## src/logic/uart_status_consts.vh

```
// Constants for the UART status flag block
`ifndef UART_STATUS_CONSTS_VH
`define UART_STATUS_CONSTS_VH
// Register indices
`define REG_RXDATA 3'h0
`define REG_TXDATA 3'h1
`define REG_STATUS 3'h2
`define REG_CONTROL 3'h3
`define REG_EOPCHAR 3'h5
// Status and control bit positions
`define BIT_PARITY_ERR 0
`define BIT_STOP_ERR 1
`define BIT_BRK 2
`define BIT_ROE 3
`define BIT_TOE 4
`define BIT_TMT 5
`define BIT_TRDY 6
`define BIT_RRDY 7
`define BIT_E 8
`define BIT_RSVD 9
`define BIT_DCTS 10
`define BIT_CTS 11
`define BIT_EOP 12
// Character time in bit periods: start, 8 data, parity, stop
`define CHAR_BITS 4'hB
`define BIT_TICKS 16'h0010
`define FIFO_DEPTH 32
`define FIFO_AW 5
`define CTRL_RST 13'h0000
// Control bits that enable an interrupt; transmit-break and request-to-send do not
`define IRQ_ENABLES 13'h15FF
`endif

```

## src/logic/char_fifo.v

```verilog
// Synchronous FIFO with valid/ready on both sides
`timescale 1ns/1ps
module char_fifo #(
   parameter W = 8,
   parameter DEPTH = 32,
   parameter AW = 5
)(
   // Clock and reset
   input wire mclk,
   input wire rst,
   // Fill side
   input wire in_valid,
   output wire in_ready,
   input wire [W-1:0] in_data,
   // Drain side
   output wire out_valid,
   input wire out_ready,
   output wire [W-1:0] out_data
);
   reg [W-1:0] mem [0:DEPTH-1];
   reg [AW:0] wp_q;
   reg [AW:0] rp_q;
   wire empty = (wp_q == rp_q);
   wire full = (wp_q[AW] != rp_q[AW]) && (wp_q[AW-1:0] == rp_q[AW-1:0]);
   assign in_ready = ~full;
   assign out_valid = ~empty;
   assign out_data = mem[rp_q[AW-1:0]];
   always @(posedge mclk)
   begin
      if (in_valid && !full)
      begin
         mem[wp_q[AW-1:0]] <= in_data;
      end
   end
   always @(posedge mclk or posedge rst)
   begin
      if (rst)
      begin
         wp_q <= {(AW+1){1'b0}};
         rp_q <= {(AW+1){1'b0}};
      end
      else
      begin
         if (in_valid && !full)
            wp_q <= wp_q + 1'b1;
         if (out_ready && !empty)
            rp_q <= rp_q + 1'b1;
      end
   end
endmodule // char_fifo

```

## src/logic/uart_status_flags.v

```verilog
// UART status flags with holding registers and register port
// Operation
// - Break when rx low past character time
// - Sticky flags hold until status write
// - Rx overrun when ready still set; overwrite
// - Tx overrun on write while not ready
// - Shift-empty bit low while shifting
// - Tx ready reflects holding register empty
// - Rx ready set on load, cleared by read
// - Exception is OR of error flags
// - Exception plus enable covers all errors
// - Clear-to-send change flag on either edge
// - Clear-to-send bit shows sampled level
// - Clear-to-send never affects data path
// - Without flow control, both bits zero
// - End-of-packet on matching tx write/rx read
// - Without end-of-packet option, flag zero
// - Status reads change nothing
// - Stop-bit error set on bad stop bit
// - Interrupt when flag and enable both set
`timescale 1ns/1ps
`include "uart_status_consts.vh"
module uart_status_flags #(
   parameter FLOW_CONTROL = 1,
   parameter HAS_EOP = 1,
   parameter HAS_PARITY = 1
)(
   // Clock and reset
   input wire mclk,
   input wire rst,
   // Register port
   input wire [2:0] address,
   input wire chipselect,
   input wire read_n,
   input wire write_n,
   input wire [15:0] writedata,
   output reg [15:0] readdata,
   output wire irq,
   // Serial link
   input wire rxd,
   input wire cts_n,
   // Receiver event inputs
   input wire rx_char_valid,
   input wire [7:0] rx_char,
   input wire rx_stop_bad,
   input wire rx_parity_bad,
   // Transmit shifter side
   output wire tx_char_valid,
   input wire tx_char_ready,
   output wire [7:0] tx_char,
   input wire tx_shifting,
   // Write-queue back-pressure towards the bus master
   output wire tx_queue_ready
);
   // ********************************
   // Bus decode
   // ********************************
   wire wr = chipselect & ~write_n;
   wire rd = chipselect & ~read_n;
   wire wr_status = wr && (address == `REG_STATUS);
   wire wr_ctrl = wr && (address == `REG_CONTROL);
   wire wr_eop = wr && (address == `REG_EOPCHAR);
   wire wr_tx = wr && (address == `REG_TXDATA);
   wire rd_rx = rd && (address == `REG_RXDATA);

   reg [12:0] ctrl_q;
   reg [7:0] eop_char_q;
   reg [7:0] rx_hold_q;
   reg parity_error_flag_q, stop_bit_error_flag_q, brk_q, roe_q, toe_q, rrdy_q, dcts_q, eop_q, e_q;
   reg cts_s1_q, cts_s2_q, cts_prev_q;
   reg [15:0] tick_q;
   reg [3:0] low_bits_q;
   reg brk_seen_q;

   // ********************************
   // Transmit holding queue
   // ********************************
   // One-deep holding register semantics are kept by the ready flag;
   // the queue only soaks up shifter stalls.
   wire fifo_in_ready;
   wire fifo_out_valid;
   wire [7:0] fifo_out_data;
   reg hold_full_q;
   // Holding register empties once the last queued character moves to the shifter
   reg [5:0] fifo_cnt_q;
   wire fifo_out_valid_more = (fifo_cnt_q > 6'h01);
   wire trdy = ~hold_full_q;
   char_fifo #(.W(8), .DEPTH(`FIFO_DEPTH), .AW(`FIFO_AW)) tx_queue (
      .mclk(mclk),
      .rst(rst),
      .in_valid(wr_tx),
      .in_ready(fifo_in_ready),
      .in_data(writedata[7:0]),
      .out_valid(fifo_out_valid),
      .out_ready(tx_char_ready),
      .out_data(fifo_out_data)
   );
   assign tx_char_valid = fifo_out_valid;
   assign tx_char = fifo_out_data;
   assign tx_queue_ready = fifo_in_ready;

   always @(posedge mclk or posedge rst)
   begin
      if (rst)
         hold_full_q <= 1'b0;
      else if (wr_tx)
         hold_full_q <= 1'b1;
      else if (tx_char_ready && fifo_out_valid && !fifo_out_valid_more)
         hold_full_q <= 1'b0;
   end
   always @(posedge mclk or posedge rst)
   begin
      if (rst)
         fifo_cnt_q <= 6'h00;
      else
         fifo_cnt_q <= fifo_cnt_q + {5'h00, wr_tx && fifo_in_ready}
            - {5'h00, tx_char_ready && fifo_out_valid};
   end

   // ********************************
   // Clear-to-send sampling
   // ********************************
   always @(posedge mclk or posedge rst)
   begin
      if (rst)
      begin
         cts_s1_q <= 1'b0;
         cts_s2_q <= 1'b0;
         cts_prev_q <= 1'b0;
      end
      else
      begin
         cts_s1_q <= ~cts_n;
         cts_s2_q <= cts_s1_q;
         cts_prev_q <= cts_s2_q;
      end
   end
   // Change compares settled samples only, never the first stage
   wire cts_edge = (cts_s2_q != cts_prev_q);

   // ********************************
   // Break detection
   // ********************************
   wire tick = (tick_q == `BIT_TICKS - 16'h0001);
   wire brk_now = tick && (low_bits_q == `CHAR_BITS) && !brk_seen_q;
   always @(posedge mclk or posedge rst)
   begin
      if (rst)
      begin
         tick_q <= 16'h0000;
         low_bits_q <= 4'h0;
         brk_seen_q <= 1'b0;
      end
      else if (rxd)
      begin
         tick_q <= 16'h0000;
         low_bits_q <= 4'h0;
         brk_seen_q <= 1'b0;
      end
      else
      begin
         tick_q <= tick ? 16'h0000 : tick_q + 16'h0001;
         if (tick && low_bits_q != `CHAR_BITS)
            low_bits_q <= low_bits_q + 4'h1;
         if (brk_now)
            brk_seen_q <= 1'b1;
      end
   end

   // ********************************
   // Flags
   // ********************************
   wire tx_ovr = wr_tx && !trdy;
   wire rx_eop = rd_rx && (rx_hold_q == eop_char_q);
   wire tx_eop = wr_tx && (writedata[7:0] == eop_char_q);
   always @(posedge mclk or posedge rst)
   begin
      if (rst)
      begin
         {parity_error_flag_q, stop_bit_error_flag_q, brk_q, roe_q, toe_q} <= 5'h00;
         {rrdy_q, dcts_q, eop_q, e_q} <= 4'h0;
         rx_hold_q <= 8'h00;
         ctrl_q <= `CTRL_RST;
         eop_char_q <= 8'h00;
      end
      else
      begin
         if (wr_ctrl)
            ctrl_q <= writedata[12:0];
         if (wr_eop)
            eop_char_q <= writedata[7:0];
         // Sets win over the status-write clear; an rx-data read clears only rrdy_q here
         parity_error_flag_q <= (parity_error_flag_q & ~wr_status)
            | (rx_char_valid & rx_parity_bad & (HAS_PARITY != 0));
         stop_bit_error_flag_q <= (stop_bit_error_flag_q & ~wr_status)
            | (rx_char_valid & rx_stop_bad);
         brk_q <= (brk_q & ~wr_status) | brk_now;
         roe_q <= (roe_q & ~wr_status) | (rx_char_valid & rrdy_q);
         toe_q <= (toe_q & ~wr_status) | tx_ovr;
         dcts_q <= (dcts_q & ~wr_status) | (cts_edge & (FLOW_CONTROL != 0));
         eop_q <= (eop_q & ~wr_status) | ((rx_eop | tx_eop) & (HAS_EOP != 0));
         // Exception latches the OR of error sets and clears on status write
         e_q <= (e_q & ~wr_status) | (rx_char_valid & (rx_stop_bad | rrdy_q))
            | (rx_char_valid & rx_parity_bad & (HAS_PARITY != 0))
            | brk_now | tx_ovr;
         if (rx_char_valid)
            rx_hold_q <= rx_char;
         if (rx_char_valid)
            rrdy_q <= 1'b1;
         else if (rd_rx)
            rrdy_q <= 1'b0;
      end
   end

   // ********************************
   // Status image, read data and interrupt
   // ********************************
   wire cts_bit = (FLOW_CONTROL != 0) ? cts_s2_q : 1'b0;
   wire dcts_bit = (FLOW_CONTROL != 0) ? dcts_q : 1'b0;
   wire eop_bit = (HAS_EOP != 0) ? eop_q : 1'b0;
   wire e_bit = e_q | parity_error_flag_q | stop_bit_error_flag_q
      | brk_q | roe_q | toe_q;
   wire [12:0] status;
   assign status[`BIT_PARITY_ERR] = parity_error_flag_q;
   assign status[`BIT_STOP_ERR] = stop_bit_error_flag_q;
   assign status[`BIT_BRK] = brk_q;
   assign status[`BIT_ROE] = roe_q;
   assign status[`BIT_TOE] = toe_q;
   assign status[`BIT_TMT] = ~tx_shifting;
   assign status[`BIT_TRDY] = trdy;
   assign status[`BIT_RRDY] = rrdy_q;
   assign status[`BIT_E] = e_bit;
   assign status[`BIT_RSVD] = 1'b0;
   assign status[`BIT_DCTS] = dcts_bit;
   assign status[`BIT_CTS] = cts_bit;
   assign status[`BIT_EOP] = eop_bit;
   // Transmit-break and request-to-send are plain controls, so they never gate an interrupt
   wire [12:0] irq_mask = ctrl_q & `IRQ_ENABLES;
   assign irq = |(status & irq_mask);

   always @(posedge mclk or posedge rst)
   begin
      if (rst)
         readdata <= 16'h0000;
      else if (rd)
      begin
         case (address)
            `REG_RXDATA: readdata <= {8'h00, rx_hold_q};
            `REG_STATUS: readdata <= {3'h0, status};
            `REG_CONTROL: readdata <= {3'h0, ctrl_q};
            `REG_EOPCHAR: readdata <= {8'h00, eop_char_q};
            default: readdata <= 16'h0000;
         endcase
      end
   end
endmodule // uart_status_flags

```

## config.mk

```make
export PLATFORM = sky130hd
export DESIGN_NAME = uart_status_flags
export DESIGN_NICKNAME = d
export VERILOG_FILES = /design/src/logic/char_fifo.v /design/src/logic/uart_status_flags.v
export VERILOG_INCLUDE_DIRS = /design/src /design/src/logic
export SDC_FILE = /design/constraint.sdc
export NUM_CORES = 1
export LEC_CHECK = 0
export BUFFER_PORTS_ARGS = -buffer_cell sky130_fd_sc_hd__buf_2
export CAP_MARGIN = 20
export CORE_UTILIZATION = 55
export DETAILED_ROUTE_END_ITERATION = 7
export PLACE_DENSITY = 0.79
export SLEW_MARGIN = 10
export SYNTH_ARGS = -nofsm -noshare
export SYNTH_HDL_FRONTEND = slang
export SYNTH_SLANG_ARGS = --single-unit
export TNS_END_PERCENT = 20
```

## constraint.sdc

```tcl
create_clock -name mclk -period 2.53 [get_ports mclk]
set_input_delay 0.1265 -clock mclk [delete_from_list [all_inputs] [get_ports mclk]]
set_output_delay 0.1265 -clock mclk [all_outputs]
set_load 0.01 [all_outputs]
```

==> Word level (Yosys, flattened, before mapping) <==
Memories as Yosys holds them, arrays and structs flattened.
Index checks and enable logic that the tools add are counted.
{ "classes": {"add_sub_neg": 6, "mul": 0, "div": 0, "order_cmp": 1, "n_eq_ne": 13, "shifts": 0, "n_mux": 13, "n_bitwise": 41, "reduce_logical": 27} }
{ "op_table": {"columns": ["operator", "n"], "rows": [
  ["one-hot mux 13 bit (4 select lines)", 1],
  ["two-way mux 16 bit", 2],
  ["bitwise OR 1 bit", 18],
  ["logical AND 1 bit", 17],
  ["adder 16 x 1 -> 16 bit, second input constant", 1],
  ["equality test 16 x 4 -> 1 bit, second input constant", 1],
  ["equality test 8 bit", 2],
  ["AND 1 bit", 14],
  ["AND 13 bit", 1],
  ["OR reduction 13 bit", 1],
  ["adder 6 x 1 -> 6 bit, second input constant", 2],
  ["two-way mux 1 bit", 8],
  ["two-way mux 4 bit", 2],
  ["NOT 1 bit", 8],
  ["nonzero test 2 bit", 4],
  ["adder 6 x 1 -> 6 bit", 1],
  ["equality test 3 x 2 -> 1 bit, second input constant", 2],
  ["equality test 6 bit", 1],
  ["greater-than comparator 6 x 1 -> 1 bit, second input constant", 1],
  ["subtractor 6 x 1 -> 6 bit", 1],
  ["equality test 5 bit", 1],
  ["adder 4 x 1 -> 4 bit, second input constant", 1],
  ["equality test 4 bit, second input constant", 1],
  ["zero test 1 bit", 4],
  ["other kinds (5)", 6]
]} }
{ "word_totals": {"reg_bits": 97, "latch_bits": 0, "ram_bits": 256, "mem_bits_ro": 0, "out_inout_bits": 27, "word_cells": 125, "n_memories": 1} }
{ "memory_table": {"columns": ["name", "words", "width", "rd", "rd_clocked_by_memory_dff", "write_ports", "line", "rtl"], "rows": [
  ["tx_queue.mem", 32, 8, 1, 0, 1, "char_fifo.v:20", "reg [W-1:0] mem [0:DEPTH-1];"]
]} }

==> Logic depth before layout (Yosys ltp) <==
Gate-level depths: netlist (run 1).
{ "depth": {"ltp_word": 9, "mapped_depth": 16, "mapped_depth_nobuf": 14} }

==> Cells and area by module <==
A second synthesis (run 1) with hierarchy kept.
{ "hier_totals": {"cells_unflattened": 847, "area_unflattened_um2": 14659.1} }
{ "by_module_without_submodules": {"columns": ["module", "n_inst", "cells_per_inst", "area_each_um2", "seq_area_each_um2"], "rows": [
  ["char_fifo", 1, 472, 10537.6, 7987.7],
  ["uart_status_flags", 1, 375, 4121.5, 2052.0]
]} }

==> Worst setup path before layout (run 1) <==
OpenSTA, ideal clock, no wires.
{ "synth_path": {"path_type": "register -> register", "start": "register tx_queue.rp_q[0]", "end": "register fifo_cnt_q[4]", "setup_time_ps": 122, "arrival_ps": 2473, "t_required_ps": 2408, "path_slack_ps": -66, "path_stages_with_launch": 17, "path_buffers": 2, "period_less_slack_ps": 2596, "path_cell_list": "dfrtp_1 > buf_4 > xor2_1 > nor3_2 > a21boi_2 > buf_4 > inv_1 > ha_1 > inv_1 > ha_1 > inv_1 > fa_1 > inv_1 > a21oi_1 > nor2_1 > nor2_1 > xnor2_1"} }
{ "synth_between": {"elab_chain_cells": 6, "word_cells_on_any_way": 9} }
{ "synth_lines": {"columns": ["item", "line", "rtl"], "rows": [
  ["start, declared", "char_fifo.v:22", "reg [AW:0] rp_q;"],
  ["start signal, assigned", "char_fifo.v:40", "rp_q <= {(AW+1){1'b0}};"],
  ["start signal, assigned", "char_fifo.v:47", "rp_q <= rp_q + 1'b1;"],
  ["equality test 5 bit", "char_fifo.v:24", "wire full = (wp_q[AW] != rp_q[AW]) && (wp_q[AW-1:0] == rp_q[AW-1:0]);"],
  ["logical AND 1 bit", "char_fifo.v:24", null],
  ["NOT 1 bit", "char_fifo.v:25", "assign in_ready = ~full;"],
  ["logical AND 1 bit", "uart_status_flags.v:116", "fifo_cnt_q <= fifo_cnt_q + {5'h00, wr_tx && fifo_in_ready}"],
  ["adder 6 x 1 -> 6 bit", "uart_status_flags.v:116", null],
  ["subtractor 6 x 1 -> 6 bit (*)", "uart_status_flags.v:117", "- {5'h00, tx_char_ready && fifo_out_valid};"],
  ["end signal, assigned", "uart_status_flags.v:116", null],
  ["end, declared", "uart_status_flags.v:85", "reg [5:0] fifo_cnt_q;"]
]} }
Mark *: on every way between the ends. The rest lies on a longest branch, timed or not.
A chain may end at the register's enable or synchronous reset.

==> Final worst setup path (run 1) <==
{ "layout_path": {"start": "register tx_queue.rp_q[0]", "end": "output tx_char[2]"} }
{ "layout_between": {"elab_chain_cells": 1} }
{ "layout_lines": {"columns": ["item", "line", "rtl"], "rows": [
  ["memory read (32 x 8 bit)", null, null],
  ["end, declared", "uart_status_flags.v:50", "output wire [7:0] tx_char,"]
]} }
No other way between the ends.

==> results of run 1 <==
[final timing paths]
kind	end	slack, ns	cells past startpoint
max in group asynchronous	readdata[4]$_DFFE_PP0P_	1.55	4
hold / removal	readdata[5]$_DFFE_PP0P_	0.02	4
setup / recovery	tx_char[2]	-0.007	6
setup reg to reg	fifo_cnt_q[4]$_DFF_PP0_	0.09	14
hold reg to reg	cts_bit$_DFF_PP0_	0.36	0
min in group asynchronous	low_bits_q[1]$_DFFE_PP0P_	0.25	3
[metrics by stage]
step,power [mW],utilization
after floorplan,9.81,-
after global placement,10.9,0.604
after detailed placement,11.0,0.604
after CTS,16.6,0.666
after global routing,17.4,0.671
final,16.7,0.671
[worst max-delay path: cells and delay by family, from the launching register on]
family,cells,cell delay (ns)
AO/OA/AOI/OAI,1,0.10
buffers and inverters,3,0.54
AND/OR/NAND/NOR,1,0.31
multiplexers,1,0.40
flip-flops,1,0.53
[cell type report]
class | count | share of cell area
multi-input combinational | 461 | 0.257
sequential | 350 | 0.588
clock buffer | 43 | 0.0548
clock inverter | 21 | 0.0117
timing repair buffer | 140 | 0.0600
tap | 330 | 0.0242
inverter | 20 | 0.00461
[flip-flops by register name (all words and copies together), names as in the netlist, 4 cells and up]
| signal | cells |
|---|---|
| low_bits_q | 4 |
| tx_queue.mem | 256 |
| readdata | 13 |
| ctrl_q | 13 |
| tx_queue.wp_q | 6 |
| eop_char_q | 8 |
| rx_hold_q | 8 |
| tick_q | 16 |
| fifo_cnt_q | 6 |
| tx_queue.rp_q | 6 |
[synth_stat cells (9+ instances only)]
master and number:
nand4_1 13, nor4_1 14, o22ai_1 32, dfrtp_1 94, mux2_2 26, ha_1 16, nand3_1 12, clkbuf_1 15
o21ai_0 21, edfxtp_1 256, mux4_2 64, mux2_1 9, inv_1 20, buf_2 13, nor2_1 66, xor2_1 24
a21oi_1 20, nand2_1 48, xnor2_1 27
[power groups by stage]
stage,clock [mW],combinational [mW],sequential [mW]
detailed placement,0,4.20,6.82
global placement,0,4.09,6.81
CTS,5.23,4.67,6.74
floorplan,0,3.05,6.77
finish,5.16,4.85,6.74
global route,5.44,5.23,6.77
[cell families after synthesis]
family | synth area share
simple gates | 0.0647
other cells | 0.000260
xor+xnor | 0.0309
mux | 0.131
compound gates | 0.0415
fa+ha+maj | 0.0153
flops | 0.695
buf+inv | 0.0214
[layer usage]
layer	up-vias	part of all wire	wire length (um)
met5	-	0	0
met4	0	0.021	674
met3	52	0.060	1900
met2	307	0.51	16200
met1	4188	0.40	12700
li1	3628	-	-
[what timing repair did]
action | in CTS | in global routing
buffers inserted | 1 | 4
gates cloned | 2 | 0
setup endpoints to repair | 9 | 92
pin swaps | 3 | 6
hold buffers | 18 | 0
hold endpoints to repair | 49 | 0
gates resized for setup | 35 | 20
==> flow_metrics.py, run 1 <==
metrics = {
    "outcome": {
        "status": "complete, but fails checks",
        "violations": "setup timing",
    },
    "floorplan": {
        "io_pins": 66,
        "die_h_um": 164,
        "die_w_um": 164,
        "start_util": 0.567,
        "design.die.area_mm2": 0.0269,
        "placementRows": 58,
        "design.core.area_mm2": 0.0255,
    },
    "worst_setup_path": {
        "crit_arrival_ns": 2.41,
        "critPathSlowestCell": "dfrtp_4",
        "cp-startpoint": "tx_queue.rp_q[0]$_DFFE_PP0P_",
        "path_class": "reg -> out",
        "max_stage_delay_ns": 0.53,
        "path_max_fanout": 17,
        "r2r_start": "tx_queue.rp_q[0]$_DFFE_PP0P_",
        "path_cells": "buf_4, buf_16, mux4_2, o22ai_4, nor4_2, buf_2",
        "critPathRequiredTime_ns": 2.40,
        "start_kind": "flip-flop",
        "worstSetupEndpointType": "output port",
    },
    "cells_and_area": {
        "syn_to_final_growth_pct": 18.4,
        "nFillCells": 1638,
        "drive_gt1_frac": 0.307,
        "layout.nets": 1065,
        "n_antenna_cell": 0,
        "final_common_cell": "edfxtp_1",
        "layout_common_cells": "edfxtp_1, dfrtp_1, nor2_1, mux4_2, buf_2",
        "fin_area_mm2": 0.0171,
        "seq_area_mm2": 0.0100,
        "stdcell_count": 1365,
        "multi_input_area_mm2": 0.00440,
    },
    "global_routing": {
        "grt_max_degree": 69,
        "grtUsageMet3": 0.0371,
        "grt_antenna_before_repair": 0,
        "use_met1": 0.331,
        "use_met2": 0.414,
        "busiest_layer": "met2",
        "grt_pass1_vias": 8381,
        "grt.total_usage": 0.244,
        "grt_pass1_wl_um": 48500,
        "grt_overflow": 0,
    },
    "yosys": {
        "synth_area_leaders": "edfxtp_1, dfrtp_1, mux4_2, mux2_2, nor2_1",
        "syn-cell-area_mm2": 0.0144,
        "synth-seq-cells": 350,
        "synth_edf_count": 256,
        "ys.flop_type": "edfxtp_1",
        "synth_cell_types": 51,
        "ys_seq_area_frac": 0.695,
        "synth_top_area_share": 0.532,
        "ys.warnings.count": 0,
        "syn_inst": 871,
        "syn_area_per_cell_um2": 16.6,
        "synth_area_leader_cell": "edfxtp_1",
        "synth-async-reset-ratio": 0.269,
    },
    "sta": {
        "tns_ns": -0.00749,
        "slew_headroom": 0.506,
        "slew_violations": 0,
        "finalHoldViolCount": 0,
        "setup_slack_ns": -0.00749,
        "finalClockSkew_ns": 0.0275,
        "hold_ws_ns": 0.0241,
        "tightestPinTransition_ns": 0.741,
        "finalSetupViolations": 1,
        "grt_setup_unrepaired": "yes",
        "max_freq_mhz": 394,
        "layout_min_cycle_time_ns": 2.54,
        "post-route-period-util": 1.00,
    },
    "clock_tree": {
        "cts_max_level": 2,
        "cts_tree": "built",
        "cts_buffer_depth": 3,
        "clk_pin_slew_ns": 0.06,
        "clockRootBuffer": "clkbuf_16",
        "numCtsBuffers": 36,
        "clk_latency_ns": 0.52,
        "cts_sinks": 350,
    },
    "power_and_ir_drop": {
        "power_frac_clock": 0.308,
        "seqPwrFrac": 0.402,
        "p_sw_frac": 0.299,
        "p_int_mw": 11.7,
        "p_switching_mw": 5.01,
        "p_comb_frac": 0.290,
        "ir_worst_vdd_uv": 845,
        "power.density_mw_per_mm2": 980,
        "power.leakage_nw": 6.16,
    },
    "routing": {
        "post_drt_via_cell_ratio": 5.99,
        "drcViolationCount": 0,
        "vias": 8175,
        "routed_wirelength_um": 31500,
        "dr.pass1.iters": 5,
        "wire_per_inst_um": 23.1,
        "antenna_left": 0,
        "drt-initial-drc-count": 871,
    },
    "place": {
        "globalplace.congestion": 0.800,
        "dpl.cell_count": 1277,
        "port-buffer-count": 59,
        "pre_cts_ws_ns": -0.0106,
        "dp_hpwl_um": 18800,
        "placed_area_mm2": 0.0154,
    },
    "worst_hold_path": {
        "hp-start": "tx_shifting",
        "hold_path_class": "in -> reg",
    },
    "job": {
        "cap_violations": 0,
    },
}
No activity file was read; power rests on OpenSTA's default activity.
==> run 2, diff against run 1 <==
Settings changed: CORE_ASPECT_RATIO set to 2.
==> run 2 against run 1 <==
  * The run still ends with setup timing left
  * Global-route usage increased by 1.9 points
  * Setup slack got worse by 0.085 ns
  * First-iteration DRC count decreased by 31%
  * Sequential power hardly changed
  * Cell count up 0.95%
  * Flip-flop and latch count is the same
  * Register-to-register slack got worse by 0.10 ns
  * Hold slack improved by 0.020 ns
  * Core utilization grew 0.050 points
  * Largest cell class unchanged
==> flow_metrics.py, run 2 (same netlist as run 1, synthesis figures left out) <==
metrics = {
    "worst_setup_path": {
        "critPathRequiredTime_ns": 2.40,
        "path_cells": "buf_12, buf_16, mux4_2, o22ai_4, nor4_4, buf_2",
        "r2r_slack_ns": -0.01,
        "cp.buffers_inverters": 3,
        "path_max_fanout": 8,
        "reg2reg_depth": 13,
        "critical-path-top-delay-family": "flip-flops",
        "path_class": "reg -> out",
        "critPathSlowestCell": "dfrtp_4",
        "crit_arrival_ns": 2.50,
        "path_depth": 6,
        "worstSetupEndpointType": "output port",
        "max_stage_delay_ns": 0.55,
        "start_kind": "flip-flop",
    },
    "cells_and_area": {
        "drive_gt1_frac": 0.313,
        "fin_area_mm2": 0.0173,
        "largest_reg_flops": 256,
        "post-route-util": 0.672,
        "final_common_cell": "edfxtp_1",
        "layout_common_cells": "edfxtp_1, dfrtp_1, nor2_1, mux4_2, buf_2",
        "syn_to_final_growth_pct": 19.8,
        "layout.nets": 1072,
        "n_antenna_cell": 0,
    },
    "routing": {
        "wire_per_inst_um": 24.3,
        "dr.pass1.iters": 5,
        "vias": 8289,
        "drt-initial-drc-count": 605,
        "post_drt_via_cell_ratio": 6.02,
        "drcViolationCount": 0,
        "antenna_left": 0,
        "routed_wirelength_um": 33500,
    },
    "worst_hold_path": {
        "min_path_cells": 1,
        "hold_path_class": "in -> reg",
    },
    "clock_tree": {
        "cts_max_level": 1,
        "cts_tree": "built",
        "clk_latency_ns": 0.56,
        "clockRootBuffer": "clkbuf_16",
        "cts_sinks": 350,
        "cts_buffer_depth": 3,
        "numCtsBuffers": 28,
        "clk_pin_slew_ns": 0.07,
    },
    "floorplan": {
        "design.die.area_mm2": 0.0269,
        "die_w_um": 117,
        "die_h_um": 231,
        "design.core.area_mm2": 0.0258,
        "placementRows": 83,
        "io_pins": 66,
        "start_util": 0.561,
    },
    "sta": {
        "tightestPinTransition_ns": 0.738,
        "max_freq_mhz": 381,
        "finalClockSkew_ns": 0.0143,
        "layout_min_cycle_time_ns": 2.62,
        "post-route-period-util": 1.04,
        "setup_slack_ns": -0.0920,
        "slew_violations": 0,
        "slew_headroom": 0.508,
        "grt_setup_unrepaired": "yes",
        "finalHoldViolCount": 0,
        "finalSetupViolations": 6,
    },
    "job": {
        "cap_violations": 0,
    },
    "outcome": {
        "status": "complete, but fails checks",
        "violations": "setup timing",
    },
    "place": {
        "placed_area_mm2": 0.0154,
        "globalplace.congestion": 0.836,
        "port-buffer-count": 59,
        "dp_hpwl_um": 21000,
    },
    "global_routing": {
        "grt_pass1_vias": 8722,
        "grt_antenna_before_repair": 0,
        "grt_pass1_wl_um": 50700,
        "grt.total_usage": 0.263,
        "grt_overflow": 0,
        "grt_max_degree": 68,
    },
    "power_and_ir_drop": {
        "power.leakage_nw": 6.22,
        "ir_worst_vdd_uv": 745,
        "power.density_mw_per_mm2": 975,
    },
}
==> run 2: stage by stage <==
step                      power [mW]  hold WS [ns]  TNS (ns)  setup slack, ns  instances
after CTS                       16.7        0.0118    -0.386          -0.0745       1377
after global placement          11.0         0.271         0           0.0296       1292
after floorplan                 9.81         0.186   -0.0751          -0.0448        873
after global routing            17.5        0.0221    -0.882           -0.128       1378
after detailed placement        11.1         0.272         0         0.000419       1292
final                           16.9        0.0436    -0.214          -0.0920       1378
==> run 2: where the power goes <==
part           internal, mW  switching [mW]
clock network          2.30            2.00
logic                  2.85            2.96
registers              6.47           0.272
==> run 2: area by class of cell <==
cell class | count | area (um^2)
inverters | 20 | 78.8
clock buffers | 36 | 782
well taps | 340 | 425
repair buffers | 155 | 1350
flip-flops and latches | 350 | 10000
fillers | 1748 | 8460
clock inverters | 16 | 123
multi-input cells | 461 | 4500
==> run 2: worst reg2reg max path, cell delays in order (launching register included) <==
cell,delay (ns)
dfrtp_4,0.55
xor2_1,0.21
nor3_4,0.25
a31oi_4,0.15
ha_4,0.26
inv_2,0.06
ha_4,0.13
inv_2,0.04
fa_2,0.37
inv_2,0.07
a21oi_2,0.05
nor2_1,0.11
nor2_1,0.06
xnor2_1,0.12
==> run 2: final timing paths <==
path,endpoint,from
worst min-delay path,tx_queue.mem[12][7]$_DFFE_PP_,writedata[7]
worst min register to register,cts_bit$_DFF_PP0_,cts_s1_q$_DFF_PP0_
max in group asynchronous,eop_char_q[6]$_DFFE_PP0P_,rst
min in group asynchronous,tick_q[0]$_DFF_PP0_,rst
worst max-delay path,tx_char[6],tx_queue.rp_q[0]$_DFFE_PP0P_
worst max register to register,fifo_cnt_q[4]$_DFF_PP0_,tx_queue.rp_q[0]$_DFFE_PP0P_
==> run 2: what timing repair did <==
item / CTS / global route
hold buffers: 21 / 0
resized for setup: 50 / 24
cloned: 8 / 0
pin swaps: 12 / 20
endpoints found under the hold margin: 76 / 0
buffers inserted: 4 / 1
endpoints found under the setup margin: 9 / 10
==> run 2: routing by layer <==
layer	wire, um	GRT usage	up-vias
li1	-	-	3635
met1	10900	0.275	4261
met2	19200	0.492	292
met3	1430	0.0314	101
met4	2000	0.150	0
met5	0	0	-
